File: config.mk
export PLATFORM = sky130hd
export DESIGN_NAME = scc_top
export DESIGN_NICKNAME = d
export VERILOG_FILES = /design/src/rtl/scc_pin_filter.v /design/src/rtl/scc_top.v
export VERILOG_INCLUDE_DIRS = /design/src /design/src/rtl
export SDC_FILE = /design/constraint.sdc
export NUM_CORES = 1
export LEC_CHECK = 0
export ABC_AREA = 1
export BUFFER_PORTS_ARGS = -buffer_cell sky130_fd_sc_hd__buf_4
export CAP_MARGIN = 30
export CORE_ASPECT_RATIO = 1.4
export CORE_MARGIN = 5
export CORE_UTILIZATION = 55
export CTS_CLUSTER_DIAMETER = 80
export DETAILED_ROUTE_END_ITERATION = 12
export PLACE_DENSITY_LB_ADDON = 0.2
export SLEW_MARGIN = 5
export SYNTH_ARGS = -nofsm -noshare
export SYNTH_HDL_FRONTEND = slang
export SYNTH_SLANG_ARGS = --single-unit
File: constraint.sdc
create_clock -name mclk -period 6.97 [get_ports mclk]
set_clock_uncertainty 0.1 [all_clocks]
set_input_delay 0.697 -clock mclk [delete_from_list [all_inputs] [get_ports mclk]]
set_output_delay 0.697 -clock mclk [all_outputs]
set_load 0.02 [all_outputs]
File: src/rtl/scc_defs.vh
// Purpose: constants for the switching clock control block
// Assumes: mclk at 10 MHz; all times in ns, frequencies in kHz
// Notes: cycle counts are derived from the times and the clock rate
`ifndef SCC_DEFS_VH
`define SCC_DEFS_VH

`define SCC_MCLK_KHZ 10000
`define SCC_STD_FMIN_KHZ 1000
`define SCC_STD_FMAX_KHZ 2300
`define SCC_LOW_FMIN_KHZ 260
`define SCC_LOW_FMAX_KHZ 700
`define SCC_CLAMP_FMAX_KHZ 3500
`define SCC_SYNC_MIN_PHASE_NS 150
`define SCC_SYNC_LOSS_NS 5000
`define SCC_SYNC_FAULT_NS 10000
`define SCC_OUT_LOW_NS 150
`define SCC_SPREAD_HALF_NS 454545
`define SCC_SYNC_LOCK_EDGES 2

`endif

File: src/rtl/scc_pin_filter.v
// Purpose: four-flop input conditioner for pins from outside mclk
// Assumes: input is asynchronous to mclk
// Notes: output follows once the second and third stages agree
`timescale 1ns/100ps

module scc_pin_filter (
  // clock and reset
  input wire mclk,
  input wire reset,
  // pin and conditioned level
  input wire pin,
  output reg level_r
);

  reg s1_r;
  reg s2_r;
  reg s3_r;

  always @(posedge mclk or posedge reset) begin
    if (reset) begin
      s1_r <= 1'b0;
      s2_r <= 1'b0;
      s3_r <= 1'b0;
      level_r <= 1'b0;
    end else begin
      s1_r <= pin;
      s2_r <= s1_r;
      s3_r <= s2_r;
      // a single disagreeing sample never reaches the output
      if (s2_r == s3_r) begin
        level_r <= s3_r;
      end
    end
  end

endmodule

File: src/rtl/scc_top.v
// Purpose: switching clock source select, sync loss handling, clock output
// Assumes: analog comparators deliver pin state as digital levels
// Notes: oscillator half period is given in mclk cycles by the trim code
`timescale 1ns/100ps
`include "scc_defs.vh"

module scc_top #(
  parameter SPREAD_HALF_CYC = (`SCC_SPREAD_HALF_NS * (`SCC_MCLK_KHZ / 1000)) / 1000
) (
  // clock and reset
  input wire mclk,
  input wire reset,
  // chip control pins
  input wire chip_enable,
  input wire dim_in,
  input wire low_freq_variant,
  // program pin state and sync level on the same pin
  input wire sync_in,
  input wire freq_program_released,
  input wire freq_program_short,
  input wire [4:0] freq_program_code,
  // fault hint that would raise frequency, spread resistor detect
  input wire freq_runaway,
  input wire spread_pin_present,
  // outputs
  output reg switch_clock_out,
  output reg switch_active_r,
  output reg led_sink_on,
  output reg fault_n,
  output reg soft_start_r,
  output reg sync_mode_r
);

  localparam [31:0] STD_HALF_MIN_W = (`SCC_MCLK_KHZ + 2 * `SCC_STD_FMAX_KHZ - 1) /
                                     (2 * `SCC_STD_FMAX_KHZ);
  localparam [31:0] STD_HALF_MAX_W = `SCC_MCLK_KHZ / (2 * `SCC_STD_FMIN_KHZ);
  localparam [31:0] LOW_HALF_MIN_W = (`SCC_MCLK_KHZ + 2 * `SCC_LOW_FMAX_KHZ - 1) /
                                     (2 * `SCC_LOW_FMAX_KHZ);
  localparam [31:0] LOW_HALF_MAX_W = `SCC_MCLK_KHZ / (2 * `SCC_LOW_FMIN_KHZ);
  localparam [31:0] CLAMP_HALF_MIN_W = (`SCC_MCLK_KHZ + 2 * `SCC_CLAMP_FMAX_KHZ - 1) /
                                       (2 * `SCC_CLAMP_FMAX_KHZ);
  localparam [31:0] LOSS_CYC_W = (`SCC_SYNC_LOSS_NS * (`SCC_MCLK_KHZ / 1000)) / 1000;
  localparam [31:0] FAULT_CYC_W = (`SCC_SYNC_FAULT_NS * (`SCC_MCLK_KHZ / 1000)) / 1000;
  localparam [31:0] LOW_CYC_W = (`SCC_OUT_LOW_NS * (`SCC_MCLK_KHZ / 1000) + 999) / 1000;
  localparam [31:0] LOCK_EDGES_W = `SCC_SYNC_LOCK_EDGES;
  // full-width values above, cut to the counter widths on purpose
  localparam [4:0] STD_HALF_MIN = STD_HALF_MIN_W[4:0];
  localparam [4:0] STD_HALF_MAX = STD_HALF_MAX_W[4:0];
  localparam [4:0] LOW_HALF_MIN = LOW_HALF_MIN_W[4:0];
  localparam [4:0] LOW_HALF_MAX = LOW_HALF_MAX_W[4:0];
  localparam [4:0] CLAMP_HALF_MIN = CLAMP_HALF_MIN_W[4:0];
  localparam [6:0] LOSS_CYC = LOSS_CYC_W[6:0];
  localparam [6:0] FAULT_CYC = FAULT_CYC_W[6:0];
  localparam [1:0] LOW_CYC = LOW_CYC_W[1:0];
  localparam [1:0] LOCK_EDGES = LOCK_EDGES_W[1:0];

  localparam [2:0] ST_WAIT = 3'h1;
  localparam [2:0] ST_RUN = 3'h2;
  localparam [2:0] ST_FAULT = 3'h4;

  ////////////////////////////////////////////////////////////////////////////
  // pin conditioning

  wire en_f;
  wire dim_f;
  wire var_f;
  wire sync_f;
  wire rel_f;
  wire short_f;
  wire run_f;
  wire spread_f;

  scc_pin_filter u_en (.mclk(mclk), .reset(reset), .pin(chip_enable), .level_r(en_f));
  scc_pin_filter u_dim (.mclk(mclk), .reset(reset), .pin(dim_in), .level_r(dim_f));
  scc_pin_filter u_var (.mclk(mclk), .reset(reset), .pin(low_freq_variant), .level_r(var_f));
  // sync phases of 150 ns span at least one mclk sample
  scc_pin_filter u_sync (.mclk(mclk), .reset(reset), .pin(sync_in), .level_r(sync_f));
  scc_pin_filter u_rel (.mclk(mclk), .reset(reset), .pin(freq_program_released),
    .level_r(rel_f));
  scc_pin_filter u_short (.mclk(mclk), .reset(reset), .pin(freq_program_short),
    .level_r(short_f));
  scc_pin_filter u_run (.mclk(mclk), .reset(reset), .pin(freq_runaway), .level_r(run_f));
  scc_pin_filter u_spr (.mclk(mclk), .reset(reset), .pin(spread_pin_present),
    .level_r(spread_f));

  ////////////////////////////////////////////////////////////////////////////
  // internal oscillator

  reg [4:0] osc_cnt_r;
  reg osc_r;
  reg spread_r;
  reg [19:0] spread_cnt_r;
  reg [4:0] half_lim;
  reg [4:0] half;

  always @* begin
    half_lim = freq_program_code;
    if (var_f) begin
      if (half_lim < LOW_HALF_MIN) half_lim = LOW_HALF_MIN;
      if (half_lim > LOW_HALF_MAX) half_lim = LOW_HALF_MAX;
    end else begin
      if (half_lim < STD_HALF_MIN) half_lim = STD_HALF_MIN;
      if (half_lim > STD_HALF_MAX) half_lim = STD_HALF_MAX;
    end
    // spreading stretches every other modulation phase by one cycle
    half = half_lim + {4'h0, spread_r & spread_f};
    // a runaway trim can never push the clock beyond the ceiling
    if (run_f && half < CLAMP_HALF_MIN) half = CLAMP_HALF_MIN;
  end

  always @(posedge mclk or posedge reset) begin
    if (reset) begin
      osc_cnt_r <= 5'h00;
      osc_r <= 1'b0;
      spread_r <= 1'b0;
      spread_cnt_r <= 20'h00000;
    end else begin
      if (osc_cnt_r + 5'h01 >= half) begin
        osc_cnt_r <= 5'h00;
        osc_r <= ~osc_r;
      end else begin
        osc_cnt_r <= osc_cnt_r + 5'h01;
      end
      if (!spread_f) begin
        spread_cnt_r <= 20'h00000;
        spread_r <= 1'b0;
      end else if (spread_cnt_r + 20'h00001 >= SPREAD_HALF_CYC[19:0]) begin
        spread_cnt_r <= 20'h00000;
        spread_r <= ~spread_r;
      end else begin
        spread_cnt_r <= spread_cnt_r + 20'h00001;
      end
    end
  end

  ////////////////////////////////////////////////////////////////////////////
  // sync activity and loss classification

  reg sync_prev_r;
  reg [6:0] gap_cnt_r;
  reg [1:0] edge_cnt_r;
  reg [1:0] low_cnt_r;
  reg [2:0] state_r;
  wire sync_rise = sync_f & ~sync_prev_r;
  wire sync_seen = sync_rise && edge_cnt_r + 2'h1 >= LOCK_EDGES;
  // open pin floats up through the resistor; stuck low stays below it
  wire sync_open = sync_mode_r && gap_cnt_r >= LOSS_CYC && rel_f;
  wire sync_stuck = sync_mode_r && gap_cnt_r >= FAULT_CYC && !sync_f && !rel_f;

  always @(posedge mclk or posedge reset) begin
    if (reset) begin
      sync_prev_r <= 1'b0;
      gap_cnt_r <= 7'h00;
      edge_cnt_r <= 2'h0;
      sync_mode_r <= 1'b0;
    end else begin
      sync_prev_r <= sync_f;
      if (sync_rise) begin
        gap_cnt_r <= 7'h00;
      end else if (gap_cnt_r < FAULT_CYC) begin
        gap_cnt_r <= gap_cnt_r + 7'h01;
      end
      if (gap_cnt_r >= LOSS_CYC && !sync_rise) begin
        edge_cnt_r <= 2'h0;
      end else if (sync_rise && edge_cnt_r < LOCK_EDGES) begin
        edge_cnt_r <= edge_cnt_r + 2'h1;
      end
      if (!en_f || sync_open || sync_stuck) begin
        sync_mode_r <= 1'b0;
      end else if (sync_seen) begin
        sync_mode_r <= 1'b1;
      end
    end
  end

  ////////////////////////////////////////////////////////////////////////////
  // start, fault and restart sequencing

  reg [2:0] state_nxt;

  always @* begin
    state_nxt = state_r;
    case (state_r)
      ST_WAIT: begin
        if (short_f) state_nxt = ST_FAULT;
        else if (rel_f || sync_seen) state_nxt = ST_RUN;
      end
      ST_RUN: begin
        if (sync_stuck) state_nxt = ST_FAULT;
        else if (short_f && !sync_mode_r) state_nxt = ST_FAULT;
      end
      ST_FAULT: begin
        if (!short_f && (rel_f || sync_seen)) state_nxt = ST_RUN;
      end
      default: state_nxt = ST_WAIT;
    endcase
    if (!en_f) state_nxt = ST_WAIT;
  end

  always @(posedge mclk or posedge reset) begin
    if (reset) begin
      state_r <= ST_WAIT;
      soft_start_r <= 1'b0;
      fault_n <= 1'b1;
      switch_active_r <= 1'b0;
      led_sink_on <= 1'b0;
    end else begin
      state_r <= state_nxt;
      // soft-start request on every entry into run, first start included
      soft_start_r <= (state_nxt == ST_RUN) && (state_r != ST_RUN);
      fault_n <= (state_nxt != ST_FAULT);
      // clock source may change under dimming; the controller times it
      switch_active_r <= (state_nxt == ST_RUN) && en_f && dim_f;
      led_sink_on <= en_f && dim_f;
    end
  end

  ////////////////////////////////////////////////////////////////////////////
  // clock output

  always @(posedge mclk or posedge reset) begin
    if (reset) begin
      switch_clock_out <= 1'b0;
      low_cnt_r <= 2'h0;
    end else if (!en_f) begin
      switch_clock_out <= 1'b0;
      low_cnt_r <= 2'h0;
    end else if (sync_mode_r) begin
      if (sync_rise) begin
        switch_clock_out <= 1'b0;
        low_cnt_r <= LOW_CYC - 2'h1;
      end else if (low_cnt_r != 2'h0) begin
        low_cnt_r <= low_cnt_r - 2'h1;
      end else begin
        switch_clock_out <= 1'b1;
      end
    end else begin
      low_cnt_r <= 2'h0;
      // runs in wait and fault as well, independent of dimming
      switch_clock_out <= osc_r;
    end
  end

endmodule

==> results of run 1 <==
==> sequential cells by signal, summed over array words and instances, names as in the netlist, 2 cells and up <==
signal and flops:
state_r 3, low_cnt_r 2, edge_cnt_r 2, osc_cnt_r 5, spread_cnt_r 20, gap_cnt_r 7
==> routing by layer <==
layer / global-route usage / share of wire / vias to the layer above
met5: 0 / 0 / -
met4: 0.08108 / 0.032 / 0
met3: 0.04958 / 0.039 / 18
met2: 0.2975 / 0.51 / 57
met1: 0.2027 / 0.42 / 1277
li1: - / - / 1394
==> critical path, stage by stage <==
cell,delay (ps)
buf_4,120
nor2_1,180
inv_1,80
o22ai_1,170
inv_1,70
ha_1,210
ha_1,180
inv_1,80
a21oi_1,50
o21ai_0,270
nand4_1,120
nor2_1,140
nor2_1,60
ha_1,260
o21ai_0,160
nand2_1,70
nand2_1,50
nand2_1,40
a21oi_1,130
o21bai_1,180
xor2_1,190
==> layout make-up <==
class                           count  area share
Sequential cell                    80      0.4772
Clock buffer                       12     0.03455
Multi-Input combinational cell    277      0.3455
Inverter                           71     0.06375
Timing Repair Buffer               22     0.04409
Clock inverter                      4     0.01281
Tap cell                           74     0.02204
==> how the worst min path moves through the flow <==
stage,from,to,cells past startpoint
floorplan,u_dim.s1_r$_DFF_PP0_,u_dim.s2_r$_DFF_PP0_,0
finish,u_spr.s1_r$_DFF_PP0_,u_spr.s2_r$_DFF_PP0_,0
global placement,u_var.s1_r$_DFF_PP0_,u_var.s2_r$_DFF_PP0_,0
global route,u_spr.s1_r$_DFF_PP0_,u_spr.s2_r$_DFF_PP0_,0
detailed placement,u_short.s1_r$_DFF_PP0_,u_short.s2_r$_DFF_PP0_,0
CTS,u_spr.s1_r$_DFF_PP0_,u_spr.s2_r$_DFF_PP0_,0
==> report_power, final <==
group / internal (W) / switching (W)
sequential: 0.000529 / 0.0000479
clock: 0.000177 / 0.000163
combinational: 0.0000971 / 0.000142
==> logic make-up (layout without fill, tap and decap cells) <==
| family | after synthesis | in the layout | share of synthesized area |
|---|---|---|---|
| adder cells (fa/ha/maj) | 21 | 21 | 0.06541 |
| buffers and inverters | 72 | 109 | 0.07485 |
| AO/OA/AOI/OAI | 40 | 40 | 0.06204 |
| other | 1 | 7 | 0.001010 |
| flip-flops | 80 | 80 | 0.5401 |
| AND/OR/NAND/NOR | 197 | 197 | 0.2279 |
| multiplexers | 1 | 1 | 0.002697 |
| XOR/XNOR | 11 | 11 | 0.02596 |
==> cell usage in the layout, fill, tap and decap left out <==
master	instances
nand2_1	88
dfrtp_1	78
inv_1	70
nor2_1	58
nand3_1	27
buf_4	21
o21ai_0	18
ha_1	13
clkbuf_8	10
a21oi_1	9
maj3_1	8
xor2_1	7
conb_1	7
nand4_1	6
nor3_1	5
nor2_2	5
xnor2_1	4
o21bai_1	4
a31oi_1	3
nand2_2	2
nor2_4	2
clkbuf_1	2
clkinvlp_4	2
dfstp_2	2
o21a_1	1
nor3_2	1
nand3b_1	1
nand3_2	1
o211ai_1	1
o22ai_1	1
clkinv_2	1
a31o_2	1
mux2i_1	1
a211oi_1	1
a311oi_1	1
or3_1	1
bufinv_16	1
inv_6	1
buf_16	1
==> stage by stage <==
step,hold slack (ps),setup slack (ps),util
global route,245.3,3199,0.6394
finish,247.2,3579,0.6394
detailed placement,237.1,3226,0.6050
CTS,251.2,3560,0.6352
floorplan,231.2,3740,-
global placement,231.9,3457,0.6050
==> results.sh, run 1 <==
export IMPL_status="finished, final reports clean"
export IMPL_layout_min_cycle_time_ps=3391
export IMPL_hold_viol=0
export IMPL_multi_input_area_sq_um=1451
export IMPL_grt_start_max_net_pins=81
export IMPL_cp_end_kind="flop"
export IMPL_path_clk_slew_ps=80
export IMPL_portBuffers=20
export IMPL_place_area_sq_um=3974
export IMPL_hpwl_mm=4.564
export IMPL_wl_per_cell_microns=11.77
export IMPL_required_ps=7080
export IMPL_postCtsHoldBufs=0
export IMPL_start_kind="primary input"
export IMPL_yosysTopAreaCell="dfrtp_1"
export IMPL_vias=2746
export IMPL_postCtsResizedCells=0
export IMPL_endpoint="osc_r$_DFFE_PP0P_"
export IMPL_cp_data_arrival_time_ps=3500
export IMPL_cts_buffers=9
export IMPL_syn_inst=423
export IMPL_gr_usage_all_layers=0.1755
export IMPL_regArea_sq_um=2004
export IMPL_n_antenna_cell=0
export IMPL_max_cap_violations=0
export IMPL_dieWidth_microns=79.43
export IMPL_ant_nets=0
export IMPL_clk_insertion_delay_late_ps=350
export IMPL_final_layout_size_suffix_gt1_frac=0.1094
export IMPL_area_growth_pct=13.18
export IMPL_final_area_sq_um=4200
export IMPL_nNetsFinal=489
export IMPL_wl_mm=6.358
export IMPL_via_per_inst=5.085
export IMPL_synth_edff_count=0
export IMPL_finalNonFillerCells=540
export IMPL_dp_cells=523
export IMPL_synth_top_area_share=0.5260
export IMPL_die_h_microns=107.2
export IMPL_drv_slew=0
export IMPL_async_flop_share=1.000
export IMPL_power_density_nw_per_um2=275.2
export IMPL_reg2reg_from="u_var.level_r$_DFFE_PP0N_"
export IMPL_leakage_nw=2.010
export IMPL_grt_pass1_wl_mm=11.63
export IMPL_drcViolationCount=0
export IMPL_synth_cell_types=32
export IMPL_vdd_drop_max_v=0.0001652
export IMPL_pin_count=21
export IMPL_ys_top_cells_by_area="dfrtp_1 (53%), nand2_1 (8.9%), inv_1 (7.2%)"
export IMPL_worst_r2r_setup_slack_ps=3710
export IMPL_r2r_end="osc_r$_DFFE_PP0P_"
export IMPL_worstHoldPathType="reg2reg"
export IMPL_yosysMostFrequentCell="nand2_1"
export IMPL_power_w=0.001156
export IMPL_synth_seq_cells=80
export IMPL_fillers=545
export IMPL_cts_root_buffer="clkbuf_8"
export IMPL_tns_ps=0
export IMPL_seq_area_frac_synth=0.5401
export IMPL_path_max_fanout=6
export IMPL_drt_iter0_drc=136
export IMPL_finalWeightedCongestion=0.8326
export IMPL_grt_pass1_vias=2677
export IMPL_dr_pass1_iters=4
export IMPL_syn_area_sq_um=3711
export IMPL_clock_path_buffers=2
export IMPL_synth_ff_type="dfrtp_1"
export IMPL_post_cts_repair_setup_buffers=0
export IMPL_startpoint="freq_program_code[4]"
export IMPL_antenna_found_initial=0
export IMPL_finalSetupViolCount=0
export IMPL_criticalPathCategory="in2reg"
export IMPL_start_util=0.5650
export IMPL_rows=35
export IMPL_dieArea_sq_um=8514
export IMPL_r2r_worst_path_cells=20
export IMPL_cts_tree="done"
export IMPL_relSlewSlack=0.5890
export IMPL_worst_pin_slew_ps=614.2
export IMPL_avgSynthCellArea_sq_um=8.773
export IMPL_core_area_sq_um=6569
export IMPL_max_freq_mhz=294.9
export IMPL_grt_overflow_total=0
export IMPL_synth_warnings=0
export IMPL_htreeDepth=3
export IMPL_rsz0062_at_grt="false"
export IMPL_period_share=0.4865
export IMPL_clkSinkCount=80
export IMPL_synth_common_cells="nand2_1 (88), dfrtp_1 (78), inv_1 (71)"
(Power assumes the default switching activity.)
==> run 2, diff against run 1 <==
- CORE_UTILIZATION: 55 -> 54
- clock period: 6.97 -> 2.9 ns (I/O delays scaled with it)
==> results.sh, run 2 (same netlist as run 1, synthesis figures left out) <==
export IMPL_status="finished, final reports clean"
export IMPL_period_share=0.9841
export IMPL_criticalPathCategory="reg2reg"
export IMPL_relSlewSlack=0.4354
export IMPL_power_density_nw_per_um2=666.0
export IMPL_rsz0062_at_grt="true"
export IMPL_clock_path_buffers=2
export IMPL_antenna_found_initial=0
export IMPL_dieWidth_microns=80.06
export IMPL_grt_overflow_total=0
export IMPL_switchingPower_w=0.0009411
export IMPL_core_area_sq_um=6656
export IMPL_n_antenna_cell=0
export IMPL_area_growth_pct=22.15
export IMPL_leakage_nw=2.150
export IMPL_wl_mm=6.876
export IMPL_grt_pass1_wl_mm=12.22
export IMPL_finalNonFillerCells=583
export IMPL_drcViolationCount=0
export IMPL_worstHoldPathType="reg2reg"
export IMPL_hpwl_mm=4.826
export IMPL_dieArea_sq_um=8653
export IMPL_drt_iter0_drc=155
export IMPL_comb_power_share=0.235
export IMPL_vias=2859
export IMPL_cts_buffers=9
export IMPL_portBuffers=20
export IMPL_clkSinkCount=80
export IMPL_nNetsFinal=514
export IMPL_finalWeightedCongestion=0.8153
export IMPL_dr_pass1_iters=4
export IMPL_cp_end_kind="flop"
export IMPL_r2r_end="osc_r$_DFFE_PP0P_"
export IMPL_final_layout_size_suffix_gt1_frac=0.1690
export IMPL_most_common_layout_cells="nand2_1 (87), dfrtp_1 (78), inv_1 (67), nor2_1 (57), buf_4 (37)"
export IMPL_dp_cells=550
export IMPL_gr_usage_all_layers=0.1796
export IMPL_required_ps=3040
export IMPL_path_clk_slew_ps=90
export IMPL_final_common_cell="nand2_1"
export IMPL_via_per_inst=4.904
export IMPL_cts_root_buffer="clkbuf_8"
export IMPL_cts_tree="done"
export IMPL_holdPathEnd="u_en.s2_r$_DFF_PP0_"
export IMPL_drv_slew=0
export IMPL_holdPathStages=0
export IMPL_critPathMaxStageDelay_ps=390
export IMPL_finalSetupViolCount=0
export IMPL_grt_start_max_net_pins=50
export IMPL_die_h_microns=108.1
export IMPL_final_setup_worst_slack_ps=46.20
export IMPL_slowest_stage="dfrtp_1"
export IMPL_r2r_worst_path_cells=19
export IMPL_vdd_drop_max_v=0.0003436
export IMPL_start_kind="flop"
export IMPL_path_max_fanout=6
export IMPL_clk_insertion_delay_late_ps=360
export IMPL_top_register="spread_cnt_r"
export IMPL_final_util=0.6810
export IMPL_worst_r2r_setup_slack_ps=50
export IMPL_dp_slack_ps=-315.8
export IMPL_max_cap_violations=0
export IMPL_crit_chain="buf_4 > nand2_1 > o22ai_2 > inv_2 > ha_4 > ha_4 > inv_4 > xor2_2 > nand4_1 > nor2_2 > nor2_1 > ha_1 > o21ai_1 > nand2_1 > nand2_1 > nand2_2 > a21oi_4 > o21bai_4 > xor2_1"
export IMPL_hold_viol=0
export IMPL_ant_nets=0
export IMPL_hold_start="u_en.s1_r$_DFF_PP0_"
export IMPL_clockPowerShare=0.308
export IMPL_wl_per_cell_microns=11.79
export IMPL_swShare=0.3117
export IMPL_reg2reg_from="u_var.level_r$_DFFE_PP0N_"
export IMPL_cp_common_cell="nand2_1"
export IMPL_grt_pass1_vias=2934
export IMPL_layout_min_cycle_time_ps=2854
export IMPL_seq_power_share=0.457
export IMPL_rows=35
export IMPL_holdWs_ps=253.4
export IMPL_p_int_w=0.002078
export IMPL_htreeDepth=3
export IMPL_start_util=0.5575
export IMPL_cp_data_arrival_time_ps=3000
export IMPL_worst_pin_slew_ps=846.0
export IMPL_pin_count=21
export IMPL_reg_top3="spread_cnt_r (20), gap_cnt_r (7), osc_cnt_r (5)"
export IMPL_largest_register_ffs=20
export IMPL_tns_ps=0
export IMPL_max_freq_mhz=350.4
==> run 2: changes by cell type in the layout (fill, tap and decap cells not counted), sizes merged <==
cell and change:
dlygate4sd3 +9, bufinv +1, clkinvlp -1, buf +16
clkbuf -3, inv +2, clkinv +1
==> run 2: per-stage QoR <==
stage	area [sq um]	total power, W
after floorplan	3734	0.001807
after global placement	4076	0.001962
after detailed placement	4076	0.001996
after CTS	4483	0.003005
after global routing	4533	0.003214
final	4533	0.003019
==> run 2: cell type report <==
cell class / count / area [sq um]
clock buffers: 9 / 123.9
clock inverters: 7 / 101.3
fillers: 538 / 2123
inverters: 71 / 270.3
multi-input cells: 277 / 1530
flip-flops and latches: 80 / 2004
well taps: 92 / 115.1
repair buffers: 47 / 387.9
==> run 2: how the worst max path moves through the flow <==
| stage | startpoint | to | slack (ps) | cells after the start |
|---|---|---|---|---|
| 2_1_floorplan | u_var.level_r$_DFFE_PP0N_ | osc_r$_DFFE_PP0P_ | 50 | 20 |
| 6_report | u_var.level_r$_DFFE_PP0N_ | osc_r$_DFFE_PP0P_ | 50 | 19 |
| 4_1_cts | u_var.level_r$_DFFE_PP0N_ | osc_r$_DFFE_PP0P_ | -40 | 20 |
| 3_5_place_dp | freq_program_code[4] | osc_r$_DFFE_PP0P_ | -320 | 21 |
| 3_3_place_gp | freq_program_code[4] | osc_r$_DFFE_PP0P_ | -190 | 21 |
| 5_1_grt | u_var.level_r$_DFFE_PP0N_ | osc_r$_DFFE_PP0P_ | -150 | 19 |
==> run 2: repair_timing <==
action                     CTS  global route
setup endpoints to repair    6             6
gates resized for setup     13             8
hold buffers                 9             0
buffers inserted             5             3
pin swaps                    7            15
cloned                       0             0
hold endpoints to repair     9             0
==> run 2: routing by layer <==
layer | global-route usage | vias to the layer above | part of all wire | wire, microns
li1 | - | 1452 | - | -
met1 | 0.1988 | 1347 | 0.42 | 2877
met2 | 0.3211 | 44 | 0.52 | 3600
met3 | 0.04583 | 16 | 0.034 | 235
met4 | 0.07729 | 0 | 0.024 | 163
met5 | 0 | - | 0 | 0
==> run 2: worst max-delay path, delay by kind of cell, from the launching register on <==
family | cells | cell delay (ps)
fa+ha+maj | 3 | 580
xor+xnor | 2 | 310
compound gates | 4 | 520
flops | 1 | 390
buf+inv | 3 | 260
simple gates | 7 | 570
==> run 2: power by group through the flow <==
stage / Clock, W / Sequential [W] / Combinational, W
floorplan: 0 / 0.00140 / 0.000407
global placement: 0 / 0.00140 / 0.000565
detailed placement: 0 / 0.00140 / 0.000593
CTS: 0.000954 / 0.00138 / 0.000671
global route: 0.000996 / 0.00140 / 0.000818
finish: 0.000931 / 0.00138 / 0.000709
==> run 3, diff against run 2 <==
- CORE_UTILIZATION: 54 -> 48
- SKIP_LAST_GASP: not set -> 1
==> results.sh, run 3 (same netlist as run 1, synthesis figures left out) <==
export IMPL_max_freq_mhz=341.4
export IMPL_cp_common_cell="nand2_1"
export IMPL_dr_pass1_iters=4
export IMPL_hold_viol=0
export IMPL_drcViolationCount=0
export IMPL_crit_buf_inv=3
export IMPL_top_register="spread_cnt_r"
export IMPL_finalNonFillerCells=586
export IMPL_power_density_nw_per_um2=633.3
export IMPL_cp_end_kind="flop"
export IMPL_required_ps=3050
export IMPL_criticalPathCategory="reg2reg"
export IMPL_rsz0062_at_grt="true"
export IMPL_drt_iter0_drc=69
export IMPL_reg2reg_from="u_var.level_r$_DFFE_PP0N_"
export IMPL_core_area_sq_um=7655
export IMPL_ant_nets=0
export IMPL_r2r_worst_path_cells=20
export IMPL_vias=2768
export IMPL_wl_per_cell_microns=11.36
export IMPL_worst_r2r_setup_slack_ps=-30
export IMPL_max_cap_violations=0
export IMPL_r2r_end="osc_r$_DFFE_PP0P_"
export IMPL_dp_cells=559
export IMPL_area_growth_pct=20.30
export IMPL_dieArea_sq_um=9614
export IMPL_clock_path_buffers=2
export IMPL_pin_count=21
export IMPL_vdd_drop_max_v=0.0004022
export IMPL_cp_data_arrival_time_ps=3080
export IMPL_hpwl_mm=4.784
export IMPL_crit_family="compound AO/OA/AOI/OAI gates"
export IMPL_worst_pin_slew_ps=598.2
export IMPL_antenna_found_initial=0
export IMPL_dp_slack_ps=-302.5
export IMPL_final_common_cell="nand2_1"
export IMPL_grt_pass1_vias=2706
export IMPL_crit_chain="inv_2 > nand4_1 > o22ai_2 > inv_2 > ha_4 > ha_4 > inv_4 > a21oi_4 > o21ai_2 > nand4_1 > nor2_1 > nor2_1 > ha_1 > o21ai_1 > nand2_1 > nand2_1 > nand2_1 > a21oi_2 > o21bai_4 > xor2_1"
export IMPL_leakage_nw=2.109
export IMPL_holdPathStages=0
export IMPL_final_layout_size_suffix_gt1_frac=0.1564
export IMPL_holdPathEnd="u_spr.s2_r$_DFF_PP0_"
export IMPL_finalWeightedCongestion=0.8812
export IMPL_status="finished with violations"
export IMPL_grt_pass1_wl_mm=11.30
export IMPL_largest_register_ffs=20
export IMPL_final_util=0.5832
export IMPL_cts_buffers=9
export IMPL_layout_min_cycle_time_ps=2929
export IMPL_nNetsFinal=510
export IMPL_clk_insertion_delay_late_ps=360
export IMPL_worstHoldPathType="reg2reg"
export IMPL_most_common_layout_cells="nand2_1 (87), dfrtp_1 (78), inv_1 (67), nor2_1 (58), buf_4 (33)"
export IMPL_reg_top3="spread_cnt_r (20), gap_cnt_r (7), osc_cnt_r (5)"
export IMPL_critPathMaxStageDelay_ps=400
export IMPL_start_util=0.4848
export IMPL_cts_root_buffer="clkbuf_8"
export IMPL_violations="negative setup slack"
export IMPL_dieWidth_microns=84.31
export IMPL_die_h_microns=114.0
export IMPL_final_setup_worst_slack_ps=-29.16
export IMPL_rows=38
export IMPL_via_per_inst=4.724
export IMPL_relSlewSlack=0.6007
export IMPL_finalSetupViolCount=1
export IMPL_slowest_stage="dfrtp_1"
export IMPL_path_max_fanout=6
export IMPL_wl_mm=6.657
export IMPL_clkSinkCount=80
export IMPL_start_kind="flop"
export IMPL_period_share=1.010
export IMPL_portBuffers=20
export IMPL_drv_slew=0
export IMPL_n_antenna_cell=0
export IMPL_grt_start_max_net_pins=37
export IMPL_grt_overflow_total=0
export IMPL_path_clk_slew_ps=80
export IMPL_cts_tree="done"
export IMPL_htreeDepth=3
export IMPL_hold_start="u_spr.s1_r$_DFF_PP0_"
export IMPL_gr_usage_all_layers=0.1484
run 3: where the power goes:
| group | switching (W) | internal [W] |
|---|---|---|
| registers | 0.000109 | 0.00127 |
| logic | 0.000379 | 0.000290 |
| clock network | 0.000385 | 0.000394 |
run 3: final cells by class:
class / instances / area, sq um
multi-input cells: 277 / 1528
clock buffers: 10 / 127.6
fillers: 710 / 3191
repair buffers: 43 / 349.1
well taps: 100 / 125.1
clock inverters: 5 / 60.06
inverters: 71 / 270.3
flip-flops and latches: 80 / 2004
run 3: worst max path at each step:
stage	startpoint	to	slack (ps)	cells past startpoint
after global placement	freq_program_code[4]	osc_r$_DFFE_PP0P_	-180	21
after detailed placement	freq_program_code[4]	osc_r$_DFFE_PP0P_	-300	21
after floorplan	u_var.level_r$_DFFE_PP0N_	osc_r$_DFFE_PP0P_	50	20
after global routing	u_var.level_r$_DFFE_PP0N_	osc_r$_DFFE_PP0P_	-200	20
after CTS	u_var.level_r$_DFFE_PP0N_	osc_r$_DFFE_PP0P_	10	20
final	u_var.level_r$_DFFE_PP0N_	osc_r$_DFFE_PP0P_	-30	20
run 3: through the flow:
| step | instance area, sq um | total power [W] | setup TNS (ps) | hold WS (ps) |
|---|---|---|---|---|
| 2_1_floorplan | 3734 | 0.001807 | 0 | 221.4 |
| 3_3_place_gp | 4081 | 0.001965 | -790.8 | 233.2 |
| 3_5_place_dp | 4081 | 0.001997 | -1478 | 235.6 |
| 4_1_cts | 4392 | 0.002846 | 0 | 248.2 |
| 5_1_grt | 4464 | 0.003033 | -751.7 | 250.8 |
| 6_report | 4464 | 0.002827 | -29.16 | 242.6 |
run 3: layer usage:
metal  part of all wire  global-route usage  vias up
met5                  0                   0        -
met4              0.030             0.08369        0
met3              0.026             0.04552       16
met2               0.50              0.2508       22
met1               0.44              0.1655     1292
li1                   -                   -     1438
run 3: what timing repair did:
| item | 4_1_cts | 5_1_grt |
|---|---|---|
| resized for setup | 7 | 14 |
| pin swaps | 7 | 16 |
| buffers inserted | 2 | 1 |
| hold buffers | 9 | 0 |
| hold endpoints to repair | 42 | 0 |
| endpoints found under the setup margin | 6 | 6 |
| cloned | 0 | 0 |
